[src/eq_cfg_pkg.sv]
package eq_cfg_pkg;

    // ==========================================================
    // Strap levels and carriers
    // ==========================================================
    typedef enum logic [1:0] {LVL_LOW, LVL_OPEN, LVL_HIGH} lvl_e;

    // One bit per three-state strap, sampled with a weak pull applied
    typedef struct packed {
        logic enable;
        logic profile;
        logic swing;
        logic gain;
        logic peak;
    } strap_s;

    // Per-channel setting word, also the low byte of a channel register
    typedef struct packed {
        logic [3:0] peaking_code;
        logic [1:0] gain_code;
        logic [1:0] swing_code;
    } ch_cfg_s;

    // Classic Wishbone request from the master
    typedef struct packed {
        logic cyc;
        logic stb;
        logic we;
        logic [7:0] adr;
        logic [3:0] sel;
        logic [31:0] dat;
    } wb_req_s;

    // ==========================================================
    // Strap to code tables
    // ==========================================================
    localparam logic [3:0] PEAK_LONG_HI = 4'he;
    localparam logic [3:0] PEAK_LONG_OPEN = 4'h9;
    localparam logic [3:0] PEAK_LONG_LO = 4'h5;
    localparam logic [3:0] PEAK_SHORT_HI = 4'h9;
    localparam logic [3:0] PEAK_SHORT_OPEN = 4'h5;
    localparam logic [3:0] PEAK_SHORT_LO = 4'h3;
    localparam logic [1:0] GAIN_LONG_HI = 2'h3;
    localparam logic [1:0] GAIN_LONG_OPEN = 2'h2;
    localparam logic [1:0] GAIN_LONG_LO = 2'h1;
    localparam logic [1:0] GAIN_SHORT_HI = 2'h2;
    localparam logic [1:0] GAIN_SHORT_OPEN = 2'h1;
    localparam logic [1:0] GAIN_SHORT_LO = 2'h0;
    localparam logic [1:0] SWING_HI = 2'h3;
    localparam logic [1:0] SWING_OPEN = 2'h2;
    localparam logic [1:0] SWING_LO = 2'h1;

    // ==========================================================
    // Register map and fields
    // ==========================================================
    localparam logic [7:0] STATUS_OFF = 8'h00;
    localparam logic [7:0] POWER_OFF = 8'h04;
    localparam logic [7:0] CHAN_OFF = 8'h20;
    localparam int ST_SERIAL = 0;
    localparam int ST_SHORT = 1;
    localparam int ST_RUN = 2;
    localparam int ST_PEAK = 3;
    localparam int ST_GAIN = 5;
    localparam int ST_SWING = 7;
    localparam int ST_ENABLE = 9;
    localparam ch_cfg_s CH_CFG_RESET = '{peaking_code: 4'h9, gain_code: 2'h2, swing_code: 2'h2};

endpackage

[src/chan_store.sv]
`timescale 1ns/1ps
module chan_store #(
    parameter int DEPTH = 8,
    parameter int IDXW = 3
) (
    input wire logic clk,
    input wire logic rst_n,
    input wire logic ce,
    input wire logic clr,
    input wire logic we,
    input wire logic [IDXW-1:0] waddr,
    input wire eq_cfg_pkg::ch_cfg_s wdata,
    input wire logic [IDXW-1:0] raddr,
    output eq_cfg_pkg::ch_cfg_s rdata,
    output eq_cfg_pkg::ch_cfg_s [DEPTH-1:0] all
);
    if (DEPTH < 1 || DEPTH > (1 << IDXW)) begin : g_check
        $error("DEPTH does not fit the index width");
    end

    // ==========================================================
    // One independent word per channel
    // ==========================================================
    for (genvar i = 0; i < DEPTH; i++) begin : g_entry
        always_ff @(posedge clk or negedge rst_n) begin
            if (!rst_n) begin
                all[i] <= eq_cfg_pkg::CH_CFG_RESET;
            end else if (ce) begin
                if (clr) begin
                    all[i] <= eq_cfg_pkg::CH_CFG_RESET;
                end else if (we && waddr == IDXW'(i)) begin
                    all[i] <= wdata;
                end
            end
        end
    end

    // ==========================================================
    // Registered read port
    // ==========================================================
    always_ff @(posedge clk or negedge rst_n) begin
        if (!rst_n) begin
            rdata <= eq_cfg_pkg::CH_CFG_RESET;
        end else if (ce) begin
            rdata <= (int'(raddr) < DEPTH) ? all[raddr] : eq_cfg_pkg::CH_CFG_RESET;
        end
    end

endmodule // chan_store

[src/eq_setting_pin_decoder.sv]
`timescale 1ns/1ps
// Behaviour
// - Straps or serial bus supply all settings
// - Profile strap high selects short, else long
// - Pin mode: one peaking code for all
// - Long profile peaking: 1110, 1001, 0101
// - Short profile peaking: 1001, 0101, 0011
// - Long profile gain: 11, 10, 01
// - Short profile gain: 10, 01, 00
// - Swing code: 11, 10, 01 always
// - Serial mode: sixteen peaking codes per channel
// - Serial mode: channel writes stay independent
// - Enable strap high powers channels down
// - Enable strap open powers channels up
// - Enable strap low: reset, bus blocked
module eq_setting_pin_decoder #(
    parameter int NUM_CH = 8
) (
    input wire logic CLK,
    input wire logic RST_B,
    input wire logic CE,
    input wire logic MODE_SEL,
    input wire eq_cfg_pkg::strap_s STRAP_PU,
    input wire eq_cfg_pkg::strap_s STRAP_PD,
    input wire eq_cfg_pkg::wb_req_s WB_REQ,
    output logic WB_ACK,
    output logic WB_ERR,
    output logic [31:0] WB_DAT,
    output eq_cfg_pkg::ch_cfg_s [NUM_CH-1:0] CH_CFG,
    output logic [NUM_CH-1:0] CH_PWRDN,
    output logic SERIAL_MODE,
    output logic CFG_VALID
);
    localparam int IDXW = (NUM_CH > 1) ? $clog2(NUM_CH) : 1;

    if (NUM_CH < 1 || NUM_CH > 8) begin : g_check
        $error("NUM_CH must lie between 1 and 8");
    end

    typedef enum logic [1:0] {CORE_HOLD, CORE_LOAD, CORE_RUN} core_e;
    typedef enum logic [1:0] {BUS_IDLE, BUS_WAIT, BUS_ANSWER} bus_e;

    typedef struct packed {
        core_e core;
        bus_e bus;
        logic serial;
        logic short_prof;
        eq_cfg_pkg::lvl_e peak_l;
        eq_cfg_pkg::lvl_e gain_l;
        eq_cfg_pkg::lvl_e swing_l;
        logic [NUM_CH-1:0] pwrdn;
        logic ack;
        logic err;
        logic [31:0] dat;
        eq_cfg_pkg::ch_cfg_s [NUM_CH-1:0] cfg;
        logic [NUM_CH-1:0] out_pwrdn;
        logic valid;
    } state_s;

    localparam state_s STATE_RESET = '{
        core: CORE_HOLD, bus: BUS_IDLE, serial: 1'b0, short_prof: 1'b0,
        peak_l: eq_cfg_pkg::LVL_OPEN, gain_l: eq_cfg_pkg::LVL_OPEN,
        swing_l: eq_cfg_pkg::LVL_OPEN, pwrdn: '1, ack: 1'b0, err: 1'b0,
        dat: 32'h0, cfg: {NUM_CH{eq_cfg_pkg::CH_CFG_RESET}},
        out_pwrdn: '1, valid: 1'b0};

    // ==========================================================
    // Reset release
    // ==========================================================
    logic [1:0] rst_sync;
    logic rst_n;

    always_ff @(posedge CLK or negedge RST_B) begin
        if (!RST_B) begin
            rst_sync <= 2'h0;
        end else if (CE) begin
            rst_sync <= {rst_sync[0], 1'b1};
        end
    end
    assign rst_n = rst_sync[1];

    // ==========================================================
    // Strap resolution
    // ==========================================================
    // Pull-up sample high and pull-down sample low means nobody drives
    // the pin; a contradictory pair is also read as open.
    function automatic eq_cfg_pkg::lvl_e resolve(input logic pu, input logic pd);
        if (pu && pd) begin
            return eq_cfg_pkg::LVL_HIGH;
        end else if (!pu && !pd) begin
            return eq_cfg_pkg::LVL_LOW;
        end else begin
            return eq_cfg_pkg::LVL_OPEN;
        end
    endfunction

    function automatic eq_cfg_pkg::ch_cfg_s pin_cfg(input logic shrt,
        input eq_cfg_pkg::lvl_e p, input eq_cfg_pkg::lvl_e g, input eq_cfg_pkg::lvl_e w);
        eq_cfg_pkg::ch_cfg_s c;
        c = eq_cfg_pkg::CH_CFG_RESET;
        case (p)
            eq_cfg_pkg::LVL_HIGH: begin
                c.peaking_code = shrt ? eq_cfg_pkg::PEAK_SHORT_HI : eq_cfg_pkg::PEAK_LONG_HI;
            end
            eq_cfg_pkg::LVL_LOW: begin
                c.peaking_code = shrt ? eq_cfg_pkg::PEAK_SHORT_LO : eq_cfg_pkg::PEAK_LONG_LO;
            end
            default: begin
                c.peaking_code = shrt ? eq_cfg_pkg::PEAK_SHORT_OPEN : eq_cfg_pkg::PEAK_LONG_OPEN;
            end
        endcase
        case (g)
            eq_cfg_pkg::LVL_HIGH: begin
                c.gain_code = shrt ? eq_cfg_pkg::GAIN_SHORT_HI : eq_cfg_pkg::GAIN_LONG_HI;
            end
            eq_cfg_pkg::LVL_LOW: begin
                c.gain_code = shrt ? eq_cfg_pkg::GAIN_SHORT_LO : eq_cfg_pkg::GAIN_LONG_LO;
            end
            default: begin
                c.gain_code = shrt ? eq_cfg_pkg::GAIN_SHORT_OPEN : eq_cfg_pkg::GAIN_LONG_OPEN;
            end
        endcase
        case (w)
            eq_cfg_pkg::LVL_HIGH: c.swing_code = eq_cfg_pkg::SWING_HI;
            eq_cfg_pkg::LVL_LOW: c.swing_code = eq_cfg_pkg::SWING_LO;
            default: c.swing_code = eq_cfg_pkg::SWING_OPEN;
        endcase
        return c;
    endfunction

    eq_cfg_pkg::lvl_e en_l;
    logic hold;
    assign en_l = resolve(STRAP_PU.enable, STRAP_PD.enable);
    assign hold = (en_l == eq_cfg_pkg::LVL_LOW);

    // ==========================================================
    // Address decode
    // ==========================================================
    logic [7:0] chan_off;
    logic chan_hit;
    logic [IDXW-1:0] chan_idx;
    // Low two address bits are ignored, so unaligned offsets alias
    assign chan_off = WB_REQ.adr - eq_cfg_pkg::CHAN_OFF;
    assign chan_hit = (WB_REQ.adr >= eq_cfg_pkg::CHAN_OFF) && (chan_off[7:2] < 6'(NUM_CH));
    assign chan_idx = chan_off[2 +: IDXW];

    // ==========================================================
    // Per-channel store
    // ==========================================================
    state_s s;
    state_s next_s;
    logic store_we;
    eq_cfg_pkg::ch_cfg_s store_rdata;
    eq_cfg_pkg::ch_cfg_s [NUM_CH-1:0] store_all;

    chan_store #(
        .DEPTH(NUM_CH),
        .IDXW(IDXW)
    ) u_store (
        .clk(CLK),
        .rst_n(rst_n),
        .ce(CE),
        .clr(hold),
        .we(store_we),
        .waddr(chan_idx),
        .wdata(WB_REQ.dat[7:0]),
        .raddr(chan_idx),
        .rdata(store_rdata),
        .all(store_all)
    );

    // ==========================================================
    // Next state
    // ==========================================================
    logic [31:0] status;
    logic is_write;

    always_comb begin
        next_s = s;
        next_s.ack = 1'b0;
        next_s.err = 1'b0;
        store_we = 1'b0;
        is_write = WB_REQ.we && WB_REQ.sel[0] && s.core == CORE_RUN && s.serial;
        status = 32'h0;
        status[eq_cfg_pkg::ST_SERIAL] = s.serial;
        status[eq_cfg_pkg::ST_SHORT] = s.short_prof;
        status[eq_cfg_pkg::ST_RUN] = s.valid;
        status[eq_cfg_pkg::ST_PEAK +: 2] = s.peak_l;
        status[eq_cfg_pkg::ST_GAIN +: 2] = s.gain_l;
        status[eq_cfg_pkg::ST_SWING +: 2] = s.swing_l;
        status[eq_cfg_pkg::ST_ENABLE +: 2] = en_l;

        case (s.core)
            CORE_HOLD: begin
                next_s.core = CORE_LOAD;
            end
            CORE_LOAD: begin
                // Source select and straps are taken once, right after release
                next_s.serial = MODE_SEL;
                next_s.short_prof = resolve(STRAP_PU.profile, STRAP_PD.profile)
                    == eq_cfg_pkg::LVL_HIGH;
                next_s.peak_l = resolve(STRAP_PU.peak, STRAP_PD.peak);
                next_s.gain_l = resolve(STRAP_PU.gain, STRAP_PD.gain);
                next_s.swing_l = resolve(STRAP_PU.swing, STRAP_PD.swing);
                next_s.pwrdn = {NUM_CH{en_l == eq_cfg_pkg::LVL_HIGH}};
                next_s.core = CORE_RUN;
            end
            default: begin
                if (!s.serial) begin
                    // Pin mode follows the enable strap for as long as it runs
                    next_s.pwrdn = {NUM_CH{en_l == eq_cfg_pkg::LVL_HIGH}};
                end
            end
        endcase

        case (s.bus)
            BUS_IDLE: begin
                if (WB_REQ.cyc && WB_REQ.stb) begin
                    next_s.bus = BUS_WAIT;
                end
            end
            BUS_WAIT: begin
                next_s.bus = BUS_ANSWER;
                next_s.dat = 32'h0;
                if (s.core != CORE_RUN || hold) begin
                    next_s.err = 1'b1;
                end else begin
                    next_s.ack = 1'b1;
                    if (WB_REQ.adr == eq_cfg_pkg::STATUS_OFF) begin
                        next_s.dat = status;
                    end else if (WB_REQ.adr == eq_cfg_pkg::POWER_OFF) begin
                        next_s.dat[NUM_CH-1:0] = s.pwrdn;
                        if (is_write) begin
                            next_s.pwrdn = WB_REQ.dat[NUM_CH-1:0];
                        end
                    end else if (chan_hit) begin
                        next_s.dat[7:0] = store_rdata;
                        store_we = is_write;
                    end
                end
            end
            default: begin
                next_s.bus = BUS_IDLE;
            end
        endcase

        // Outputs are re-registered so every pin comes from a flop
        next_s.valid = (s.core == CORE_RUN);
        if (s.core != CORE_RUN) begin
            next_s.cfg = {NUM_CH{eq_cfg_pkg::CH_CFG_RESET}};
            next_s.out_pwrdn = '1;
        end else if (s.serial) begin
            next_s.cfg = store_all;
            next_s.out_pwrdn = s.pwrdn;
        end else begin
            next_s.cfg = {NUM_CH{pin_cfg(s.short_prof, s.peak_l, s.gain_l, s.swing_l)}};
            next_s.out_pwrdn = s.pwrdn;
        end

        if (hold) begin
            // Everything but the bus handshake returns to defaults
            next_s.core = CORE_HOLD;
            next_s.serial = STATE_RESET.serial;
            next_s.short_prof = STATE_RESET.short_prof;
            next_s.peak_l = STATE_RESET.peak_l;
            next_s.gain_l = STATE_RESET.gain_l;
            next_s.swing_l = STATE_RESET.swing_l;
            next_s.pwrdn = STATE_RESET.pwrdn;
            // Outputs drop at once so no stale setting outlives the reset
            next_s.valid = STATE_RESET.valid;
            next_s.cfg = STATE_RESET.cfg;
            next_s.out_pwrdn = STATE_RESET.out_pwrdn;
        end
    end

    always_ff @(posedge CLK or negedge rst_n) begin
        if (!rst_n) begin
            s <= STATE_RESET;
        end else if (CE) begin
            s <= next_s;
        end
    end

    assign WB_ACK = s.ack;
    assign WB_ERR = s.err;
    assign WB_DAT = s.dat;
    assign CH_CFG = s.cfg;
    assign CH_PWRDN = s.out_pwrdn;
    assign SERIAL_MODE = s.serial;
    assign CFG_VALID = s.valid;

    logic run_pin;
    assign run_pin = CE && s.core == CORE_RUN && !s.serial && !hold;
endmodule // eq_setting_pin_decoder

[config.mk]
export PLATFORM = sky130hd
export DESIGN_NAME = eq_setting_pin_decoder
export DESIGN_NICKNAME = d
export VERILOG_FILES = /design/src/eq_cfg_pkg.sv /design/src/chan_store.sv /design/src/eq_setting_pin_decoder.sv
export SDC_FILE = /design/constraint.sdc
export NUM_CORES = 1
export LEC_CHECK = 0
export ABC_AREA = 1
export BUFFER_PORTS_ARGS = -buffer_cell sky130_fd_sc_hd__buf_2
export CAP_MARGIN = 25
export CORE_ASPECT_RATIO = 0.75
export CORE_UTILIZATION = 60
export CTS_CLUSTER_SIZE = 40
export DETAILED_ROUTE_END_ITERATION = 10
export PLACE_DENSITY_LB_ADDON = 0.15
export SLEW_MARGIN = 40
export SYNTH_ARGS = -nofsm -noshare
export SYNTH_HDL_FRONTEND = slang
export SYNTH_SLANG_ARGS = --single-unit
export TNS_END_PERCENT = 1
[constraint.sdc]
create_clock -name CLK -period 12.9 [get_ports CLK]
set_input_delay 0.645 -clock CLK [delete_from_list [all_inputs] [get_ports CLK]]
set_output_delay 0.645 -clock CLK [all_outputs]
set_load 0.005 [all_outputs]
==> results.py, run 1 <==
metrics = {
    "run_status": {
        "run_status": "completed",
    },
    "routing": {
        "ant_nets": 0,
        "via_count": 7693,
        "viasPerCell": 5.63,
        "drt_iter0_markers": 683,
        "drc": 0,
        "wl_mm": 24.4,
        "wl_per_cell_um": 17.8,
        "firstDrtPassIters": 6,
    },
    "timing": {
        "finalCritPeriodShare_pct": 25.0,
        "period_needed_ps": 3230,
        "timing.fmax_mhz": 310,
        "max_slew_margin_pct": 39.5,
        "tns_ps": 0,
        "fin_worst_skew_ps": 9.93,
        "worst_pin_slew_ps": 904,
        "hold_viol_final": 0,
        "rsz0062_at_grt": "no",
        "drv_slew": 0,
        "setup_viol": 0,
    },
    "placed_design": {
        "portBuffers": 120,
        "globalplace.congestion": 0.897,
        "hpwl_mm": 16.0,
    },
    "min_path": {
        "hp-class": "reg -> async",
    },
    "cts": {
        "clk_pin_slew_ps": 70,
        "cts_root_buffer": "clkbuf_16",
        "clockBufferDepth": 2,
        "clk_latency_ps": 440,
        "cts_tree": "done",
        "htree_num_levels": 4,
        "postCtsSetupBuffers": 0,
        "cts_buffers": 17,
        "clock_sinks": 180,
    },
    "floorplanning": {
        "io_pins": 169,
        "rows": 38,
        "core-area_mm2": 0.0148,
        "start_util_pct": 62.8,
        "die_w_um": 146,
        "die-area_mm2": 0.0160,
        "dieHeight_um": 110,
    },
    "global_routing": {
        "grt_usage_pct": 32.0,
        "antenna_found_initial": 0,
        "grt_max_degree": 79,
        "grt_pass1_vias": 7342,
        "grt_pass1_wl_mm": 39.0,
        "grt_overflow": 0,
    },
    "logic_synthesis": {
        "synth-seq-area-share_pct": 49.6,
        "synth.distinct_cells": 37,
        "netlist_area_mm2": 0.00929,
        "ys_seq_elements": 180,
        "synth_top_family_by_area": "simple AND/OR/NAND/NOR gates",
        "synthSimpleGateAreaFrac_pct": 22.6,
        "synth_compound_area_share_pct": 12.6,
        "synthMuxAreaShare_pct": 0.108,
        "synth-xor-area-share_pct": 0,
        "yosys_warnings": 0,
        "synth_fa_ha_area_share_pct": 0.808,
        "synthCells": 1143,
        "synthesis.area_per_instance_um2": 8.13,
    },
    "power_and_ir_drop": {
        "powerDensity_mw_per_mm2": 186,
        "irDropWorstVdd_mv": 0.104,
        "p_leak_nw": 4.79,
        "power.total_mw": 1.83,
    },
    "layout": {
        "drive_gt1_share_pct": 23.3,
        "area_delta_synth_final_pct": 5.76,
        "layout.nets": 1221,
        "diodes": 0,
    },
    "setup_path": {
        "critPathArrivalTime_ps": 3580,
        "startpoint_type": "primary input",
        "crit_type": "in -> reg",
        "critPathMaxFanout": 71,
        "worst_ep_required_time_ps": 13260,
        "endpoint_kind": "register",
    },
    "job": {
        "maxCapViolations": 0,
    },
}
==> flip-flops by register name, indices dropped and copies added (netlist names) <==
register	flops
s	19
WB_ACK	1
CFG_VALID	1
u_store.rdata	8
SERIAL_MODE	1
WB_DAT	11
u_store.all	64
CH_PWRDN	8
rst_sync	2
CH_CFG	64
WB_ERR	1
==> cell families (layout without fill, tap and decap cells) <==
kind of cell / after synthesis / count (layout)
multiplexers: 1 / 1
other: 1 / 21
adder cells (fa/ha/maj): 6 / 6
flip-flops: 180 / 180
AO/OA/AOI/OAI: 216 / 216
AND/OR/NAND/NOR: 505 / 505
buffers and inverters: 234 / 238
==> routing by layer <==
metal  share of wire (%)  track usage [%]
met2                  44             49.1
met3                  10             5.85
met1                  43             44.9
met5                   0                0
met4                 2.7             14.2
==> cell usage in the layout (no fill, tap or decap), types with 2 or more instances in the layout <==
master      netlist  layout
a211oi_1          5       5
a21oi_1          80      80
a31oi_1           3       3
buf_2            11     120
buf_4           109       6
buf_6             3       2
clkbuf_16         0      17
clkbuf_8          0       2
clkinv_2          0       3
clkinv_4          0       3
clkinvlp_4        0       3
conb_1            1      21
dfrtp_1          93      92
dfstp_2          87      87
ha_1              6       6
inv_1            75      75
inv_6             0       4
nand2_1         290     290
nand2_2           4       3
nand2_4           1       2
nand3_1          79      79
nand3_2           3       3
nand4_1           3       3
nor2_1          109     108
nor2_2            2       2
nor2_4            3       4
nor3_1            6       6
o211ai_1          8       8
o21ai_0          96      96
o21ai_1           2       2
o21ai_2           4       4
o21bai_1          2       2
o221ai_1          4       4
o22ai_1          11      11
or2_2             4       4
==> metrics by stage <==
step / instances / setup WS (ps) / util [%] / cell area, µm² / hold slack, ps
after floorplan: 1163 / 7640 / - / 9370 / 349
after CTS: 1367 / 9840 / 66.4 / 9820 / 256
after global routing: 1367 / 9570 / 66.5 / 9830 / 272
after detailed placement: 1334 / 9400 / 62.6 / 9260 / 248
after global placement: 1334 / 9400 / 62.5 / 9250 / 248
final: 1367 / 9670 / 66.5 / 9830 / 238
==> worst max-delay path: stages <==
cell	delay, ps
buf_2	80
buf_4	640
inv_1	420
buf_4	380
nor2_1	740
o21ai_0	190
a211oi_1	360
nor2_1	100
==> Yosys cell counts <==
cell	n	share of area, %
a211oi_1	5	0.40
a21oi_1	80	4.3
a31oi_1	3	0.20
buf_1	6	0.24
buf_2	11	0.59
buf_4	109	8.8
buf_6	3	0.36
clkbuf_1	27	1.1
clkbuf_2	1	0.054
clkinv_1	1	0.040
conb_1	1	0.040
dfrtp_1	93	25
dfstp_2	87	25
ha_1	6	0.81
inv_1	75	3.0
inv_2	1	0.040
mux2i_1	1	0.11
nand2_1	290	12
nand2_2	4	0.27
nand2_4	1	0.12
nand3_1	79	4.3
nand3_2	3	0.32
nand4_1	3	0.20
nor2_1	109	4.4
nor2_2	2	0.13
nor2_4	3	0.36
nor3_1	6	0.32
nor3_4	1	0.18
o211ai_1	8	0.65
o21ai_0	96	5.2
o21ai_1	2	0.11
o21ai_2	4	0.38
o21bai_1	2	0.16
o221ai_1	4	0.38
o22ai_1	11	0.74
o31ai_1	1	0.081
or2_2	4	0.27
==> cell type report <==
class	count	area (µm²)
fillers	1302	4960
clock inverters	13	98.8
repair buffers	129	678
flip-flops and latches	180	4620
clock buffers	19	453
multi-input cells	749	3440
well taps	200	250
inverters	77	289
==> path summary, 6_finish.rpt <==
check                                 start  slack (ps)          endpoint  cells after the start
worst max register to register  SERIAL_MODE       10000   u_store.all[45]                      8
worst min-delay path            rst_sync[1]         240         WB_DAT[6]                      0
worst min register to register  rst_sync[1]         240         WB_DAT[6]                      0
max in group asynchronous       rst_sync[1]       11010   u_store.all[42]                      2
min in group CLK                   MODE_SEL         450       SERIAL_MODE                      3
worst max-delay path                     CE        9670  u_store.rdata[7]                      8
==> report_power, final <==
part,switching (mW),leakage [nW],internal (mW)
Sequential,0.0923,2.13,0.755
Combinational,0.314,2.40,0.169
Clock,0.239,0.267,0.259
Total,0.645,4.79,1.18
==> repair_timing <==
| item | 4_1_cts | 5_1_grt |
|---|---|---|
| hold buffers | 1 | 0 |
| resized for setup | 0 | 0 |
| endpoints found under the hold margin | 2 | 0 |
(Power assumes the default switching activity.)
==> inputs of run 2 (changes only) <==
--- a/config.mk
+++ b/config.mk
@@ -5,11 +5,11 @@
 export SDC_FILE = /design/constraint.sdc
 export NUM_CORES = 1
 export LEC_CHECK = 0
-export ABC_AREA = 1
+export ABC_AREA = 0
 export BUFFER_PORTS_ARGS = -buffer_cell sky130_fd_sc_hd__buf_2
 export CAP_MARGIN = 25
 export CORE_ASPECT_RATIO = 0.75
-export CORE_UTILIZATION = 60
+export CORE_UTILIZATION = 51
 export CTS_CLUSTER_SIZE = 40
 export DETAILED_ROUTE_END_ITERATION = 10
 export PLACE_DENSITY_LB_ADDON = 0.15
==> constraint.sdc (replaced) <==
create_clock -name CLK -period 2.73 [get_ports CLK]
set_input_delay 0.1365 -clock CLK [delete_from_list [all_inputs] [get_ports CLK]]
set_output_delay 0.1365 -clock CLK [all_outputs]
set_load 0.005 [all_outputs]
==> results.py, run 2 <==
metrics = {
    "run_status": {
        "run_status": "completed",
    },
    "setup_path": {
        "endpoint_kind": "register",
        "critPathMaxFanout": 9,
        "path_cells": "and4bb_1, nand4_1, or4_1, mux2i_1",
        "crit_type": "reg -> reg",
        "startpoint_type": "register",
        "path_buf_inv": 0,
        "slowest_delay_ps": 750,
        "critPathTopFamily": "simple AND/OR/NAND/NOR gates",
        "critPathArrivalTime_ps": 2540,
        "worst_ep_required_time_ps": 3070,
        "slowest_stage": "or4_1",
    },
    "routing": {
        "firstDrtPassIters": 5,
        "drt_iter0_markers": 383,
        "via_count": 6277,
        "wl_mm": 21.8,
        "drc": 0,
        "viasPerCell": 5.28,
        "wl_per_cell_um": 18.4,
        "ant_nets": 0,
    },
    "cts": {
        "cts_buffers": 17,
        "cts_root_buffer": "clkbuf_16",
        "clockBufferDepth": 2,
        "clk_latency_ps": 430,
        "htree_num_levels": 4,
        "cts_tree": "done",
        "clk_pin_slew_ps": 70,
        "clock_sinks": 180,
        "post_cts_resized": 0,
    },
    "timing": {
        "finalCritPeriodShare_pct": 80.9,
        "max_slew_margin_pct": 43.8,
        "tns_ps": 0,
        "rsz0062_at_grt": "no",
        "period_needed_ps": 2210,
        "timing.fmax_mhz": 453,
        "drv_slew": 0,
        "hold_viol_final": 0,
        "fin_worst_skew_ps": 13.6,
        "worst_pin_slew_ps": 840,
        "setup_viol": 0,
    },
    "floorplanning": {
        "start_util_pct": 52.2,
        "rows": 42,
        "io_pins": 169,
        "die-area_mm2": 0.0187,
        "die_w_um": 157,
        "core-area_mm2": 0.0177,
        "dieHeight_um": 119,
    },
    "logic_synthesis": {
        "synth_area_leaders": "dfrtp_1 25%, dfstp_2 25%, buf_4 8.7%, mux2i_1 7.9%, nor2_1 5.7%",
        "synth_common_cells": "140 x nor2_1, 107 x buf_4, 93 x dfrtp_1, 93 x nand2_1, 87 x dfstp_2",
        "synth_edf_count": 0,
        "synth_most_common_cell": "nor2_1",
        "yosysTopAreaCell": "dfrtp_1",
        "synthCells": 913,
        "netlist_area_mm2": 0.00924,
        "ys_seq_elements": 180,
        "synth.distinct_cells": 52,
        "yosys_warnings": 0,
        "yosysTopAreaCellShare_pct": 25.2,
        "synthesis.area_per_instance_um2": 10.1,
        "ys_async_sr_fraction_pct": 100,
        "synth_top_flop_cell": "dfrtp_1",
        "synth-seq-area-share_pct": 49.9,
    },
    "layout": {
        "n_fill_cell": 1611,
        "diodes": 0,
        "layout.nets": 1000,
        "area_delta_synth_final_pct": 7.76,
        "final_cells": 1188,
        "final_cell_mix": "140 x nor2_1, 118 x buf_2, 93 x nand2_1, 92 x dfrtp_1, 87 x dfstp_2",
        "final_common_cell": "nor2_1",
        "drive_gt1_share_pct": 29.1,
    },
    "power_and_ir_drop": {
        "powerDensity_mw_per_mm2": 853,
        "irDropWorstVdd_mv": 0.445,
        "p_leak_nw": 4.84,
    },
    "global_routing": {
        "grt_pass1_vias": 6165,
        "antenna_found_initial": 0,
        "grt_max_degree": 83,
        "grt_overflow": 0,
        "grt_pass1_wl_mm": 35.3,
        "grt_usage_pct": 25.1,
    },
    "placed_design": {
        "dp.cells": 1149,
        "globalplace.congestion": 0.856,
        "portBuffers": 120,
        "hpwl_mm": 14.7,
    },
    "min_path": {
        "hp-class": "in -> async",
    },
    "job": {
        "maxCapViolations": 0,
    },
}
==> run 2: cell types whose count changed after synthesis, sizes merged, moves of 11 or more <==
cell / delta
o22ai: +27
mux4: +16
mux2i: +72
nand2: -202
nand2b: +11
o21ai: -92
a21oi: -25
inv: -28
nor2: +27
a22oi: +16
nand3: -80
==> run 2: final cells by class <==
class	instances	area (µm²)	share of cell area, %
repair buffers	138	783	7.86
clock inverters	8	108	1.08
flip-flops and latches	180	4620	46.4
inverters	48	180	1.81
multi-input cells	548	3440	34.6
clock buffers	24	524	5.26
well taps	242	303	3.04
==> run 2: metrics by stage <==
stage | worst slack, ps | power, mW | util [%] | instance area, µm² | hold WS [ps]
floorplan | 734 | 5.57 | - | 9320 | -159
global placement | 604 | 5.88 | 52.3 | 9260 | -75.0
detailed placement | 572 | 5.92 | 52.3 | 9260 | -74.6
CTS | 530 | 8.56 | 56.2 | 9960 | 11.9
global route | 405 | 9.00 | 56.2 | 9960 | 33.7
finish | 522 | 8.49 | 56.2 | 9960 | 36.7
==> run 2: what timing repair did <==
action,in CTS,in global routing
setup buffers,0,0
endpoints found under the hold margin,7,0
hold buffers,7,0
==> run 2: worst reg2reg max path, cell delays in order (launching register included) <==
cell and delay [ps]:
dfrtp_1 560, and4bb_1 320, nand4_1 200, or4_1 750
mux2i_1 290
==> run 2: metal layers <==
metal,track usage [%],up-vias,wire [µm]
met4,5.70,0,188
met2,35.4,175,9490
met3,5.87,13,1200
met1,38.8,3090,10900
li1,-,2999,-
met5,0,-,0
==> run 2: report_power, final <==
part / leakage, nW / internal, mW / switching (mW)
registers: 2.20 / 3.39 / 0.409
logic: 2.33 / 0.892 / 1.20
clock network: 0.313 / 1.55 / 1.05
total: 4.84 / 5.83 / 2.66
==> run 2: cells by family (layout without fill, tap and decap cells) <==
group	count (synthesis)	after routing	synth area share, %
AOI/OAI and AO/OA	143	143	9.57
xor gates and xnor gates	4	4	0.582
and+or+nand+nor	284	284	13.5
other	1	21	0.0406
muxes	90	90	11.9
adders and majority gates	6	6	0.812
buffers and inverters	205	218	13.6
DFF	180	180	49.9
==> run 2: final timing paths <==
| check | start | endpoint | slack (ps) | cells after the start |
|---|---|---|---|---|
| worst max-delay path | SERIAL_MODE | u_store.all[6] | 520 | 4 |
| worst min-delay path | RST_B | rst_sync[1] | 40 | 2 |
| worst max register to register | SERIAL_MODE | u_store.all[6] | 520 | 4 |
| worst min register to register | rst_sync[0] | rst_sync[0] | 460 | 1 |
| max in group asynchronous | rst_sync[1] | s[119] | 1740 | 1 |
| min in group CLK | STRAP_PD[3] | s[121] | 40 | 3 |
==> inputs of run 3 (changes only) <==
--- a/config.mk
+++ b/config.mk
@@ -5,7 +5,7 @@
 export SDC_FILE = /design/constraint.sdc
 export NUM_CORES = 1
 export LEC_CHECK = 0
-export ABC_AREA = 0
+export ABC_AREA = 1
 export BUFFER_PORTS_ARGS = -buffer_cell sky130_fd_sc_hd__buf_2
 export CAP_MARGIN = 25
 export CORE_ASPECT_RATIO = 0.75
==> constraint.sdc (replaced) <==
create_clock -name CLK -period 1.9 [get_ports CLK]
set_input_delay 0.095 -clock CLK [delete_from_list [all_inputs] [get_ports CLK]]
set_output_delay 0.095 -clock CLK [all_outputs]
set_load 0.005 [all_outputs]
==> results.py, run 3 (synthesis results as in run 1) <==
metrics = {
    "floorplanning": {
        "dieHeight_um": 119,
        "die-area_mm2": 0.0188,
        "core-area_mm2": 0.0177,
        "die_w_um": 158,
        "io_pins": 169,
        "rows": 42,
        "start_util_pct": 52.5,
    },
    "setup_path": {
        "worst_ep_required_time_ps": 2280,
        "endpoint_kind": "register",
        "slowest_stage": "dfrtp_1",
        "reg2reg_depth": 10,
        "startpoint_type": "register",
        "path_cells": "inv_1, nand2_1, nor2_1, nand2_2, nor2_4, buf_4, nand3_1, nand2_1, nand3_1, nand2_1",
        "cp_common_cell": "nand2_1",
        "cp.depth": 10,
        "path_buf_inv": 2,
        "critPathMaxFanout": 8,
        "critPathTopFamily": "simple AND/OR/NAND/NOR gates",
        "critPathArrivalTime_ps": 2150,
        "reg2reg_to": "u_store.all[33]",
        "slowest_delay_ps": 360,
        "r2r_setup_slack_ps": 130,
        "r2r_start": "s[124]",
        "crit_type": "reg -> reg",
    },
    "layout": {
        "n_fill_cell": 1649,
        "final_core_util_pct": 59.3,
        "final_common_cell": "nand2_1",
        "final_cell_area_mm2": 0.0105,
        "final_cell_mix": "289 x nand2_1, 120 x buf_2, 109 x nor2_1, 96 x o21ai_0, 91 x dfrtp_1",
        "area_delta_synth_final_pct": 13.0,
        "final_cells": 1472,
        "drive_gt1_share_pct": 26.5,
        "layout.nets": 1283,
        "multi_input_comb_area_mm2": 0.00343,
        "seqCellArea_mm2": 0.00462,
    },
    "timing": {
        "tns_ps": 0,
        "period_needed_ps": 1770,
        "fin_worst_skew_ps": 9.05,
        "finalCritPeriodShare_pct": 93.2,
        "setup_viol": 0,
        "rsz0062_at_grt": "no",
        "drv_slew": 0,
        "hold_viol_final": 0,
        "timing.fmax_mhz": 565,
    },
    "routing": {
        "wl_per_cell_um": 17.3,
        "viasPerCell": 5.28,
        "via_count": 7773,
        "firstDrtPassIters": 5,
        "drt_iter0_markers": 804,
        "drc": 0,
        "ant_nets": 0,
        "wl_mm": 25.4,
    },
    "placed_design": {
        "globalplace.congestion": 0.939,
        "hpwl_mm": 17.9,
        "portBuffers": 120,
        "dp.cells": 1431,
        "dpl_cell_area_mm2": 0.00979,
    },
    "global_routing": {
        "grt_pass1_wl_mm": 41.0,
        "antenna_found_initial": 1,
        "grt_max_degree": 55,
        "grt_pass1_vias": 7327,
        "grt_overflow": 0,
        "grt_usage_pct": 29.1,
    },
    "cts": {
        "htree_num_levels": 4,
        "cts_root_buffer": "clkbuf_16",
        "cts_tree": "done",
        "clk_pin_slew_ps": 70,
        "cts_buffers": 17,
        "clockBufferDepth": 2,
        "clk_latency_ps": 440,
        "clock_sinks": 180,
    },
    "run_status": {
        "run_status": "completed",
    },
    "job": {
        "maxCapViolations": 0,
    },
    "min_path": {
        "whs_endpoint": "s[116]",
        "hp-class": "in -> reg",
        "worstHoldStart": "STRAP_PD[2]",
        "min_path_cells": 4,
    },
    "power_and_ir_drop": {
        "powerDensity_mw_per_mm2": 1230,
        "p_leak_nw": 5.14,
        "irDropWorstVdd_mv": 0.547,
    },
}
[run 3: cell count changes in the layout (fill, tap and decap cells not counted), moves of 27 or more]
cell     delta
mux2i_1    -72
inv_1      +28
buf_4      +46
nand2_1   +196
o21ai_0    +89
nand3_1    +77
o22ai_1    -27
nor2_1     -31
[run 3: per-stage QoR]
step                setup slack (ps)  power, mW  hold slack (ps)
floorplan                       33.3       8.40             -201
global placement                 200       9.17             -120
detailed placement               163       9.23             -119
CTS                             40.3       13.0             3.08
global route                    11.3       13.7             27.5
finish                           129       12.9             6.61
[run 3: worst max-delay path by stage]
stage                start              end  slack (ps)
2_1_floorplan  rst_sync[1]      rst_sync[1]          30
3_3_place_gp   STRAP_PU[4]  u_store.all[37]         200
3_5_place_dp   STRAP_PU[4]  u_store.all[37]         160
4_1_cts             s[126]           s[121]          40
5_1_grt             s[124]  u_store.all[62]          10
6_report            s[124]  u_store.all[33]         130
[run 3: what timing repair did]
item                                   4_1_cts  5_1_grt
hold buffers                                 8        0
resized for setup                            0        2
buffers inserted                             0        0
endpoints found under the hold margin        6        0
setup endpoints to repair                    0        1
[run 3: cell type report]
class | instances | area share [%]
Clock inverter | 9 | 1.07
Clock buffer | 23 | 4.86
Tap cell | 242 | 2.89
Antenna cell | 1 | 0.0238
Multi-Input combinational cell | 749 | 32.7
Timing Repair Buffer | 191 | 11.7
Inverter | 77 | 2.75
Sequential cell | 180 | 44.0
[run 3: report_power, final]
group / internal, mW / total (mW) / switching, mW
Sequential: 5.13 / 5.76 / 0.624
Clock: 2.18 / 3.70 / 1.53
Combinational: 1.33 / 3.44 / 2.11
[run 3: routing by layer]
metal	track usage, %	part of all wire (%)	routed length, µm
met1	43.0	45	11500
met2	42.7	44	11200
met3	7.24	9.4	2400
met4	7.22	1.3	336
met5	0	0	0
[run 3: tightest hold or removal path, stage by stage]
cell and delay, ps:
buf_2 80, ha_1 130, nand2_1 50, o21ai_0 50
